==> config.mk <==
export PLATFORM = sky130hd
export DESIGN_NAME = ecc_error_status_logger
export DESIGN_NICKNAME = d
export VERILOG_FILES = /design/src/ecc_logger_pkg.sv /design/src/ecc_error_status_logger.sv
export VERILOG_INCLUDE_DIRS = /design/src
export SDC_FILE = /design/constraint.sdc
export NUM_CORES = 1
export LEC_CHECK = 0
export ABC_CLOCK_PERIOD_IN_PS = 2600
export BUFFER_PORTS_ARGS = -buffer_cell sky130_fd_sc_hd__buf_2
export CAP_MARGIN = 20
export CORE_MARGIN = 8
export CORE_UTILIZATION = 50
export DETAILED_ROUTE_END_ITERATION = 16
export MAX_ROUTING_LAYER = met4
export PLACE_DENSITY = 0.83
export SKIP_LAST_GASP = 1
export SLEW_MARGIN = 10
export SYNTH_ARGS = -nofsm -noshare
export SYNTH_HDL_FRONTEND = slang
export SYNTH_SLANG_ARGS = --single-unit
==> constraint.sdc <==
create_clock -name clk_i -period 2.6 [get_ports clk_i]
set_input_delay 0.26 -clock clk_i [delete_from_list [all_inputs] [get_ports clk_i]]
set_output_delay 0.26 -clock clk_i [all_outputs]
set_load 0.02 [all_outputs]
==> src/ecc_logger_consts.svh <==
// register offsets, field positions and reset values of the ecc error logger
`ifndef ECC_LOGGER_CONSTS_SVH
`define ECC_LOGGER_CONSTS_SVH
// register indices (byte address is index times four)
`define ECC_CTRL_IDX 10'h130
`define ECC_STATUS_IDX 10'h131
`define ECC_LOCATION_IDX 10'h132
`define ECC_IRQ_STATUS_IDX 10'h133
`define ECC_IRQ_CLEAR_IDX 10'h134
`define ECC_IRQ_ENABLE_IDX 10'h135
// control register bit positions
`define CTRL_IRQ_GATE_BIT 4
`define CTRL_SINGLE_GATE_BIT 5
`define CTRL_DOUBLE_GATE_BIT 6
`define CTRL_CLEAR_BIT 7
// status register field positions
`define STAT_SINGLE_FLAG_BIT 0
`define STAT_DOUBLE_FLAG_BIT 1
`define STAT_SINGLE_TALLY_LSB 8
`define STAT_DOUBLE_TALLY_LSB 16
// reset values and tally saturation limit
`define TALLY_RESET 8'h00
`define LOCATION_RESET 32'h00000000
`define CTRL_RESET 3'h0
`define IRQ_RESET 2'h0
`define TALLY_MAX 8'hFF
`endif

==> src/ecc_logger_pkg.sv <==
// types shared by the ecc error logger
package ecc_logger_pkg;
	// one error report from the read datapath
	typedef struct packed {
		logic single_fault;
		logic double_fault;
		logic [31:0] location;
	} fault_report_t;
	// software register port request
	typedef struct packed {
		logic write;
		logic read;
		logic [9:0] addr;
		logic [31:0] wdata;
	} reg_req_t;
endpackage

==> src/ecc_error_status_logger.sv <==
// ecc error status logger: flags, tallies, last error location and interrupt
//
// Function
// - clear bit wipes status, location, interrupt; self-clears
// - status bit 0 flags single-bit errors
// - status bit 1 flags double-bit errors
// - status bits 8-15 count single-bit errors
// - status bits 16-23 count double-bit errors
// - location register holds last error address
// - status bits 2-7, 24-31 read zero
// - interrupt output only while bit 4 zero
// - bit 5/6 zero suppresses single/double interrupt
`timescale 1ns/1ns
`include "ecc_logger_consts.svh"
module ecc_error_status_logger #(
	parameter int TALLY_W = 8
)(
	// clock and reset
	input wire logic clk_i,
	input wire logic reset_i,
	// error reports from the correction datapath
	input ecc_logger_pkg::fault_report_t report_i,
	// software register port
	input ecc_logger_pkg::reg_req_t req_i,
	output logic [31:0] rdata_o,
	// interrupt
	output logic irq_o
);
	// ----------------------------------------------------------------
	// parameter check
	// ----------------------------------------------------------------
	if (TALLY_W != 8)
	begin : g_bad_width
		$error("tally width must be 8");
	end

	// ----------------------------------------------------------------
	// state and decode
	// ----------------------------------------------------------------
	// control gates: [0] output gate, [1] single mask, [2] double mask
	logic [2:0] ctrl_q;
	// sticky error flags
	logic single_flag_q;
	logic double_flag_q;
	// saturating error tallies
	logic [TALLY_W-1:0] single_tally_q;
	logic [TALLY_W-1:0] double_tally_q;
	// last error location
	logic [31:0] location_q;
	// interrupt status, its next value and enable, bit 0 single, bit 1 double
	logic [1:0] irq_stat_q;
	logic [1:0] irq_stat_d;
	logic [1:0] irq_en_q;
	// decoded strobes and per-kind report hits
	logic [1:0] fault_hit;
	logic irq_clr_wr;
	logic irq_en_wr;
	logic clear_pulse;
	logic ctrl_wr;
	// read path words
	logic [31:0] status_word;
	logic [31:0] ctrl_word;

	// ----------------------------------------------------------------
	// control register
	// ----------------------------------------------------------------
	assign ctrl_wr = req_i.write && req_i.addr == `ECC_CTRL_IDX;
	// clear bit is never stored, so it reads back zero
	assign clear_pulse = ctrl_wr && req_i.wdata[`CTRL_CLEAR_BIT];

	// gates for interrupt output and per-kind interrupts
	always_ff @(posedge clk_i)
	begin
		if (reset_i)
			ctrl_q <= `CTRL_RESET;
		else if (ctrl_wr)
			ctrl_q <= req_i.wdata[`CTRL_DOUBLE_GATE_BIT:`CTRL_IRQ_GATE_BIT];
	end

	// ----------------------------------------------------------------
	// error flags
	// ----------------------------------------------------------------
	// a report in the clear cycle wins over the clear
	always_ff @(posedge clk_i)
	begin
		if (reset_i)
		begin
			single_flag_q <= 1'b0;
			double_flag_q <= 1'b0;
		end
		else
		begin
			single_flag_q <= report_i.single_fault || (single_flag_q && !clear_pulse);
			double_flag_q <= report_i.double_fault || (double_flag_q && !clear_pulse);
		end
	end

	// ----------------------------------------------------------------
	// saturating tallies
	// ----------------------------------------------------------------
	always_ff @(posedge clk_i)
	begin
		if (reset_i)
		begin
			single_tally_q <= `TALLY_RESET;
			double_tally_q <= `TALLY_RESET;
		end
		else
		begin
			if (report_i.single_fault)
				single_tally_q <= clear_pulse ? 8'h01 : (single_tally_q == `TALLY_MAX ? `TALLY_MAX
					: single_tally_q + 8'h01);
			else if (clear_pulse)
				single_tally_q <= `TALLY_RESET;
			if (report_i.double_fault)
				double_tally_q <= clear_pulse ? 8'h01 : (double_tally_q == `TALLY_MAX ? `TALLY_MAX
					: double_tally_q + 8'h01);
			else if (clear_pulse)
				double_tally_q <= `TALLY_RESET;
		end
	end

	// ----------------------------------------------------------------
	// last error location
	// ----------------------------------------------------------------
	always_ff @(posedge clk_i)
	begin
		if (reset_i)
			location_q <= `LOCATION_RESET;
		else if (report_i.single_fault || report_i.double_fault)
			location_q <= report_i.location;
		else if (clear_pulse)
			location_q <= `LOCATION_RESET;
	end

	// ----------------------------------------------------------------
	// interrupt status, clear and enable
	// ----------------------------------------------------------------
	assign fault_hit = {report_i.double_fault, report_i.single_fault};
	assign irq_clr_wr = req_i.write && req_i.addr == `ECC_IRQ_CLEAR_IDX;
	assign irq_en_wr = req_i.write && req_i.addr == `ECC_IRQ_ENABLE_IDX;

	// per-kind sticky status: a report wins over a clear in the same cycle
	for (genvar k = 0; k < 2; k++)
	begin : g_irq_bit
		assign irq_stat_d[k] = fault_hit[k]
			|| (irq_stat_q[k] && !clear_pulse && !(irq_clr_wr && req_i.wdata[k]));
	end

	// status and enable registers
	always_ff @(posedge clk_i)
	begin
		if (reset_i)
		begin
			irq_stat_q <= `IRQ_RESET;
			irq_en_q <= `IRQ_RESET;
		end
		else
		begin
			irq_stat_q <= irq_stat_d;
			if (irq_en_wr)
				irq_en_q <= req_i.wdata[1:0];
		end
	end

	// mask gates pass the interrupt when one, output gate passes it when zero
	always_ff @(posedge clk_i)
	begin
		if (reset_i)
			irq_o <= 1'b0;
		else
			irq_o <= !ctrl_q[0] && !clear_pulse
				&& ((irq_stat_q[0] && irq_en_q[0] && ctrl_q[1])
				|| (irq_stat_q[1] && irq_en_q[1] && ctrl_q[2]));
	end

	// ----------------------------------------------------------------
	// read path
	// ----------------------------------------------------------------
	always_comb
	begin
		status_word = 32'h00000000;
		status_word[`STAT_SINGLE_FLAG_BIT] = single_flag_q;
		status_word[`STAT_DOUBLE_FLAG_BIT] = double_flag_q;
		status_word[`STAT_SINGLE_TALLY_LSB +: TALLY_W] = single_tally_q;
		status_word[`STAT_DOUBLE_TALLY_LSB +: TALLY_W] = double_tally_q;
		ctrl_word = 32'h00000000;
		ctrl_word[`CTRL_DOUBLE_GATE_BIT:`CTRL_IRQ_GATE_BIT] = ctrl_q;
	end

	// data stand one cycle after the read strobe, zero otherwise
	always_ff @(posedge clk_i)
	begin
		if (reset_i || !req_i.read)
			rdata_o <= 32'h00000000;
		else
			case (req_i.addr)
				`ECC_CTRL_IDX: rdata_o <= ctrl_word;
				`ECC_STATUS_IDX: rdata_o <= status_word;
				`ECC_LOCATION_IDX: rdata_o <= location_q;
				`ECC_IRQ_STATUS_IDX: rdata_o <= {30'h0, irq_stat_q};
				`ECC_IRQ_ENABLE_IDX: rdata_o <= {30'h0, irq_en_q};
				default: rdata_o <= 32'h00000000;
			endcase
	end
endmodule // ecc_error_status_logger

==> results, run 1 <==
- The first TritonRoute pass finished after 4 iterations.
- After synthesis the netlist holds a flip-flop and latch count of 90.
- The number of buffers added on ports is 86.
- The share of post-route cells with drive strength above 1 is 0.249.
- The total setup violations reported at the end of the flow is 0.
- For this configuration, the core starts out at a cell density of 0.511.
- The critical path startpoint category is a primary input.
- The layout net count is 543.
- For this run, asynchronously set or reset flops after synthesis account for 0.
- The number of nets in the synthesized netlist is 467.
- The mapped cell area is 0.00345 mm2.
- The synthesized design contains 0 enable-type register cells.
- The power density of the placed cells is 631 mW/mm2.
- Setup total negative slack on the finished layout was measured at 0 ns.
- Walking the worst path, the cells encountered are buf_2 > or4b_4 > or4_4 > and4b_1 > nor3_1.
- In this run the deepest clock path goes through 2 buffers.
- The fill cell instance count of the final layout is 584.
- The average instance in the mapped netlist occupies 8.97 um2.
- At the pin with the least slew margin, the transition time is 0.593 ns.
- The total area inside the core boundary comes to 0.00676 mm2.
- The worst pin sits at a relative slew slack of 0.604.
- On the critical path the largest part of the delay comes from simple AND/OR/NAND/NOR gates.
- The slowest stage of the critical path belongs to the cell sky130_fd_sc_hd__or4_4.
- The die extent in y is 99.1 um.
- The clock edge transition at the registers on the reported setup and hold paths is 0.08 ns.
- VDD sags by at most 0.000252 V.
- The type of the tightest min-delay check is in2reg.
- The analysis attributes to cell leakage a power of 1.73 nW.
- Of the synthesized area, sequential elements account for 0.522.
- The maximum frequency from static timing analysis is 533 MHz.
- Synthesis produced 385 cells.
- The clock tree synthesis step divided the H-tree into 3 levels.
- The wire length on met2 is 4250 um.
- After synthesis, the largest family of logic cells by area is simple AND/OR/NAND/NOR gates.
- The HPWL after detailed placement is 5920 um.
- The number of placement rows is 30.
- The clock skew is 0.00925 ns.
- The weighted congestion at the end of routability-driven global placement is 0.846.
- Summed over all nets, the switching power comes to 0.000602 W.
- The library cell with the largest summed area after synthesis is sky130_fd_sc_hd__dfxtp_1.
- The part of the power in registers is 0.558.
- The number of sinks on the clock net is 90.
- The commonest cells after synthesis are 90 x sky130_fd_sc_hd__dfxtp_1, 44 x sky130_fd_sc_hd__a21oi_1, 40 x sky130_fd_sc_hd__nand3_1.
- The flow ran to the end, and the final reports show no timing, DRC or antenna violations.
- The global-route usage over all layers is 0.179.
- The number of different library cells in the post-synthesis netlist is 39.
- The number of design-rule violations left by the first detailed-router iteration is 286.
- The wire length of the first global-routing pass is 14000 um.
- Of the post-synthesis cell area, the part taken by muxes is 0.0413.
- The remaining design rule violation count is 0.
- The type of element capturing the critical path is a flop.
- The die footprint is 0.00982 mm2.
- TritonCTS built the clock tree.
- The topmost layer with routed signal wires is met4.
- The residual overflow from global routing is 0.
- The number of routed nets with antenna violations is 0.
- The detailed-route via count is 3050.
- For this run, the share of the core covered by cells in the final layout is 0.608.
- By area the synthesized netlist is led by sky130_fd_sc_hd__dfxtp_1 52%, sky130_fd_sc_hd__a21oi_1 6.4%, sky130_fd_sc_hd__nand3_1 5.8%, sky130_fd_sc_hd__nand2_1 4.2%, sky130_fd_sc_hd__nor2_1 4.0%.
- The required time of the critical path is 2.87 ns.
- The via count of the first global-routing pass came to 2843.
- During synthesis, Yosys emitted a total of 0 warnings.
- Summing all flip-flop and latch instances after layout gives 0.00180 mm2.
- The portion of total power attributed to the clock network is 0.369.
- The number of buffers and inverters on the critical path is 1.
- STA puts the critical path data arrival time at 2.14 ns.
- The critical path is of the in2reg type.
- The later-pin clock latency in the skew report is 0.35 ns.
- In this design, the stage delay of the slowest critical-path cell is 0.78 ns.
- The max-capacitance violation count is 0.
- The quantity of hold-fixing buffers added after cts is 0.
- Of all nets on the critical path, the largest fanout is 38.
- Of the total power, combinational logic draws 0.073.
- Among all cell types in the netlist, the one instantiated most often is sky130_fd_sc_hd__dfxtp_1.
- Of the post-synthesis cell area, the dominant cell type holds 0.522.
- After detailed routing, the wire length on met1 is 3650 um.
- Of the total synthesized cell area, the portion taken by XOR and XNOR cells is 0.
- TritonCTS created 9 clock buffers.
- In the routed layout, each cell is associated on average with a via count of 5.60.
- The total I/O pin count is 113.
- Entering global routing, the biggest net connects 44 pins.
- The root buffer cell chosen for the clock tree is sky130_fd_sc_hd__clkbuf_8.
- Buffers added to address setup during post-CTS repair amount to 0.
- The number of hold violations in the final report is 0.
- The post-layout minimum cycle time is 1.88 ns.
- The number of instances resized during post-cts repair is 0.
- Setup repair after global routing left no endpoint under its margin.
- Among all flip-flop cells after synthesis, the most frequent one is sky130_fd_sc_hd__dfxtp_1.
- The final critical-path share of the clock period is 0.721.
- The per-cell routed wire length is 15.8 um.
- The switching share of power is 0.232.
- The internal power is 0.00199 W.
- For this block, the routed nets add up to 8590 um of wire.
- The multi-input combinational cells in the finished layout cover a total of 0.00150 mm2.
- The die width is 99.1 um.
- The met3 layer wire length in the routed design is 552 um.
- The compound-gate portion of the synthesized area is 0.146.
- The count of final max-slew check failures is 0.
- The repair_antennas step left the layout with diodes totalling 0.
- The area growth from synthesis to layout is 19.1%.
- The synthesized-area fraction occupied by and/or/nand/nor cells is 0.240.
- Of the total synthesized cell area, the portion taken by full adders, half adders and majority gates is 0.00725.
- The number of antenna violations at the first check in global routing is 0.
[per-stage QoR]
| step | cells | setup WS [ns] | hold WS (ns) | total power (W) | area (um2) |
|---|---|---|---|---|---|
| 3_5_place_dp | 530 | 0.386 | 0.438 | 0.00167 | 3910 |
| 5_1_grt | 545 | 0.673 | 0.135 | 0.00269 | 4110 |
| 4_1_cts | 545 | 0.760 | 0.133 | 0.00261 | 4110 |
| 6_report | 545 | 0.725 | 0.146 | 0.00259 | 4110 |
| 2_1_floorplan | 385 | 0.674 | 0.400 | 0.00159 | 3450 |
| 3_3_place_gp | 530 | 0.429 | 0.436 | 0.00166 | 3910 |
[final timing paths]
path | startpoint | endpoint | slack [ns] | cells after the start
worst max register to register | single_tally_q[0] | single_tally_q[0] | 0.88 | 5
worst max-delay path | req_i[38] | double_tally_q[0] | 0.72 | 5
worst min-delay path | report_i[29] | location_q[29] | 0.15 | 3
worst min register to register | location_q[31] | rdata_o[31] | 0.46 | 1
[worst min-delay path, cell delays in order]
cell and delay (ns):
sky130_fd_sc_hd__buf_2 0.09, sky130_fd_sc_hd__nand2_1 0.04, sky130_fd_sc_hd__a21oi_1 0.05
[routing by layer]
metal  GRT usage  up-vias
met3      0.0384       15
met4      0.0896        0
met2       0.288       96
met5           -        -
li1            -     1516
met1       0.207     1423
[registers in the layout, indices dropped and copies added (netlist names)]
signal          cells
location_q         32
rdata_o            32
double_tally_q      8
single_tally_q      8
ctrl_q              3
irq_en_q            2
irq_stat_q          2
double_flag_q       1
irq_o               1
single_flag_q       1
[final cells by class]
cell class | count | share of cell area
Sequential cell | 90 | 0.438
Multi-Input combinational cell | 263 | 0.366
Clock inverter | 4 | 0.0125
Timing Repair Buffer | 94 | 0.119
Clock buffer | 11 | 0.0368
Tap cell | 80 | 0.0244
Inverter | 3 | 0.00274
[cell usage in the layout, fill, tap and decap left out, types with 2 or more instances in the layout]
cell / count
sky130_fd_sc_hd__a311oi_1: 2
sky130_fd_sc_hd__buf_4: 8
sky130_fd_sc_hd__nor2b_1: 2
sky130_fd_sc_hd__nor3_1: 10
sky130_fd_sc_hd__nand4_1: 3
sky130_fd_sc_hd__a211oi_1: 8
sky130_fd_sc_hd__dfxtp_1: 90
sky130_fd_sc_hd__ha_1: 2
sky130_fd_sc_hd__mux2i_1: 12
sky130_fd_sc_hd__nor4_1: 2
sky130_fd_sc_hd__and2_1: 11
sky130_fd_sc_hd__and4b_1: 2
sky130_fd_sc_hd__o21a_1: 3
sky130_fd_sc_hd__a31oi_1: 5
sky130_fd_sc_hd__nor2_1: 36
sky130_fd_sc_hd__nand2b_1: 2
sky130_fd_sc_hd__and3_1: 2
sky130_fd_sc_hd__a22oi_1: 16
sky130_fd_sc_hd__buf_2: 86
sky130_fd_sc_hd__nand2_1: 39
sky130_fd_sc_hd__and4_1: 4
sky130_fd_sc_hd__clkbuf_8: 11
sky130_fd_sc_hd__a21oi_1: 44
sky130_fd_sc_hd__inv_1: 3
sky130_fd_sc_hd__nand3_1: 40
sky130_fd_sc_hd__mux2_2: 2
sky130_fd_sc_hd__nor3b_1: 3
[power groups by stage]
stage / combinational (W) / sequential [W] / clock, W
global route: 0.000213 / 0.00145 / 0.00102
global placement: 0.000181 / 0.00148 / 0
floorplan: 0.000118 / 0.00147 / 0
detailed placement: 0.000188 / 0.00148 / 0
finish: 0.000190 / 0.00145 / 0.000957
CTS: 0.000189 / 0.00145 / 0.000972
[cells by family (layout without fill, tap and decap cells)]
family          Yosys count  in the layout
flops                    90             90
fa+ha+maj                 2              2
simple gates            166            166
buf+inv                  32            112
mux                      14             14
compound gates           81             81
Power figures use the tool's default switching activity.
==> run 2: changes to the inputs <==
- ABC_CLOCK_PERIOD_IN_PS: 2600 -> 1900
- clock period: 2.6 -> 1.9 ns (I/O delays scaled with it)
==> run 2 against run 1 <==
Compared with the run above: combinational power up 43%; sequential share of layout area shrank 1.0 points; core utilization grew 1.4 points; sequential power grew 37%; first-iteration DRC count up 9.4%; count of clock-buffer cells in the layout down 2; clock skew down 0.0026 ns; hold slack worse by 0.079 ns; wire length is 5.5% higher; sequential cell count stayed put; die area stayed put; clock power grew 34%.
==> results, run 2 (synthesized netlist as in run 1, its figures left out) <==
- The run finished with clean final reports.
- The maximum vdd drop is 0.000452 V (+79%).
- Based on the critical path, the design can be clocked at up to 602 MHz.
- STA classifies the critical path startpoint as a primary input.
- The clock skew is 0.00664 ns (-0.00261 ns).
- The critical path data arrival time is 1.89 ns (-0.25 ns).
- The number of cells traversed by the worst hold path is 3 (unchanged).
- The residual overflow from global routing is 0 (unchanged).
- The maximum level of the CTS H-tree came to 3 (unchanged).
- The clock tree root buffer cell is sky130_fd_sc_hd__clkbuf_8.
- The share of post-route cells with drive strength above 1 is 0.268 (+0.0189).
- The remaining design rule violation count came to 0 (unchanged).
- Traced cell by cell, the critical path runs through buf_2 > or4b_4 > or4_4 > buf_12 > nand3_1 > a21oi_1.
- In the layout the commonest cells are 90 x sky130_fd_sc_hd__dfxtp_1, 86 x sky130_fd_sc_hd__buf_2, 44 x sky130_fd_sc_hd__a21oi_1, 40 x sky130_fd_sc_hd__nand3_1, 39 x sky130_fd_sc_hd__nand2_1.
- The final critical-path share of the clock period is 0.875.
- The CTS buffer count is 9 (unchanged).
- The number of hold violations in the final report came to 0 (unchanged).
- The fill cell instance count of the final layout is 564 (-3.4%).
- The worst hold margin is 0.0679 ns (-0.0785 ns).
- The clock edge transition at the registers on the reported setup and hold paths is 0.09 ns (about the same).
- The delay of the slowest cell on the worst path was 0.67 ns (-0.11 ns).
- The die width is 99.1 um (unchanged).
- Setup repair after global routing left no endpoint under its margin.
- The power density of the placed cells is 840 mW/mm2 (+33%).
- The number of antenna repair diodes was 0 (unchanged).
- The type of element capturing the critical path is a flop.
- The via density per instance is 5.66 (+1.1%).
- The layout net count came to 554 (+2.0%).
- The total setup violations reported at the end of the flow was 0 (unchanged).
- The tightest min-delay check is of the in2reg type.
- The clock period could shrink to 1.66 ns.
- Relative to the synthesized area, the layout overhead comes to 21.9%.
- The final total power is 0.00353 W (+36%).
- The number of placed instances with taps included is 541 (+2.1%).
- The source of the worst hold timing path is report_i[5].
- The number of cell instances on the worst register-to-register path is 5 (unchanged).
- The number of placement rows is 30 (unchanged).
- The type of the worst setup path is in2reg.
- The max-capacitance violation count is 0 (unchanged).
- The quantity of hold-fixing buffers added after cts is 0 (unchanged).
- The floorplan core area came to 0.00676 mm2 (unchanged).
- The leakage dissipation is 1.79 nW (+3.1%).
- In this run the critical register-to-register path is launched from single_tally_q[0].
- The later-pin clock latency in the skew report is 0.36 ns (about the same).
- The weighted congestion at the end of routability-driven global placement is 0.869 (+2.7%).
- The TritonCTS clock tree is yes.
- The count of buffers added by post-CTS timing repair for setup is 0 (unchanged).
- The initial cell density of the core is 0.511 (unchanged).
- The via count of the first global-routing pass came to 3117 (+9.6%).
- The total I/O pin count is 113 (unchanged).
- The die extent in y is 99.1 um (unchanged).
- The global-route usage over all layers is 0.190 (+0.0111).
- The maximum number of pins on one net before global-route repair is 44 (unchanged).
- The deepest clock path buffer count is 2 (unchanged).
- The maximum fanout along the worst path is 20 (-47%).
- The number of standard cells in the final layout excluding fillers came to 557 (+2.2%).
- The per-cell routed wire length was 16.3 um (+3.2%).
- The number of instances resized during post-cts repair is 0 (unchanged).
- The detailed-route wire length is 9060 um (+5.5%).
- The total negative slack is 0 ns (unchanged).
- Leaving out fill and tap cells, the most frequent cell in the layout is sky130_fd_sc_hd__dfxtp_1.
- The placed wire-length estimate after detailed placement is 6350 um (+7.2%).
- The most critical setup path has its startpoint at req_i[38].
- The number of sinks on the clock net is 90 (unchanged).
- The detailed-route via count is 3153 (+3.4%).
- The required time of the critical path is 2.12 ns (-0.75 ns).
- The die footprint came to 0.00982 mm2 (unchanged).
- The number of buffers added on ports is 86 (unchanged).
- In the final layout, the registers with the most flip-flops are location_q (32), rdata_o (32).
- The number of design-rule violations left by the first detailed-router iteration is 313 (+9.4%).
- The slew at the pin closest to its max-slew limit is 0.462 ns (-0.132 ns).
- The number of routed nets with antenna violations is 0 (unchanged).
- The count of final max-slew check failures is 0 (unchanged).
- The headroom to the max-slew limit is 0.688 (+0.0834).
- The wire length of the first global-routing pass is 14800 um (+6.0%).
- The number of antenna violations at the first check in global routing was 0 (unchanged).
- The largest individual stage delay along the critical path comes from the cell sky130_fd_sc_hd__or4_4.
- The number of search-and-repair iterations in the first detailed-routing pass was 4 (unchanged).
run 2: cell types whose count changed in the layout (fill, tap and decap cells not counted), sizes merged:
cell / before / now
clkbuf: 11 / 9
clkinvlp: 1 / 2
buf: 94 / 105
inv: 3 / 4
clkinv: 2 / 3
run 2: power by group:
part	leakage (nW)	internal, W	switching (W)
clock	0.0954	0.000605	0.000677
combinational	0.956	0.000120	0.000152
sequential	0.735	0.00194	0.0000377
run 2: area by class of cell:
type,instances,area [um2],area share
clock buffer,9,124,0.0294
clock inverter,7,68.8,0.0164
inverter,3,11.3,0.00268
sequential,90,1800,0.428
tap,80,100,0.0238
timing repair buffer,105,598,0.142
multi-input combinational,263,1500,0.357
run 2: worst max-delay path, delay by kind of cell:
family / cells / cell delay, ns
compound gates: 1 / 0.08
buf+inv: 2 / 0.29
simple gates: 3 / 1.31
run 2: per-stage QoR:
stage          utilization  area [um2]  setup WS [ns]
2_1_floorplan            -        3450         0.0440
3_3_place_gp         0.594        4020        -0.0785
3_5_place_dp         0.594        4020         -0.131
4_1_cts              0.623        4210          0.237
5_1_grt              0.623        4210          0.103
6_report             0.623        4210          0.238
run 2: path summary, 6_finish.rpt:
kind,end,slack [ns]
setup / recovery,location_q[7],0.24
hold / removal,location_q[5],0.07
setup reg to reg,single_tally_q[0],0.24
hold reg to reg,rdata_o[29],0.46
run 2: per-layer routing:
metal,vias to the layer above,global-route usage,wire length [um]
met1,1471,0.214,3760
met2,117,0.314,4480
met3,22,0.0335,558
li1,1543,-,-
met4,0,0.107,264
met5,-,-,0
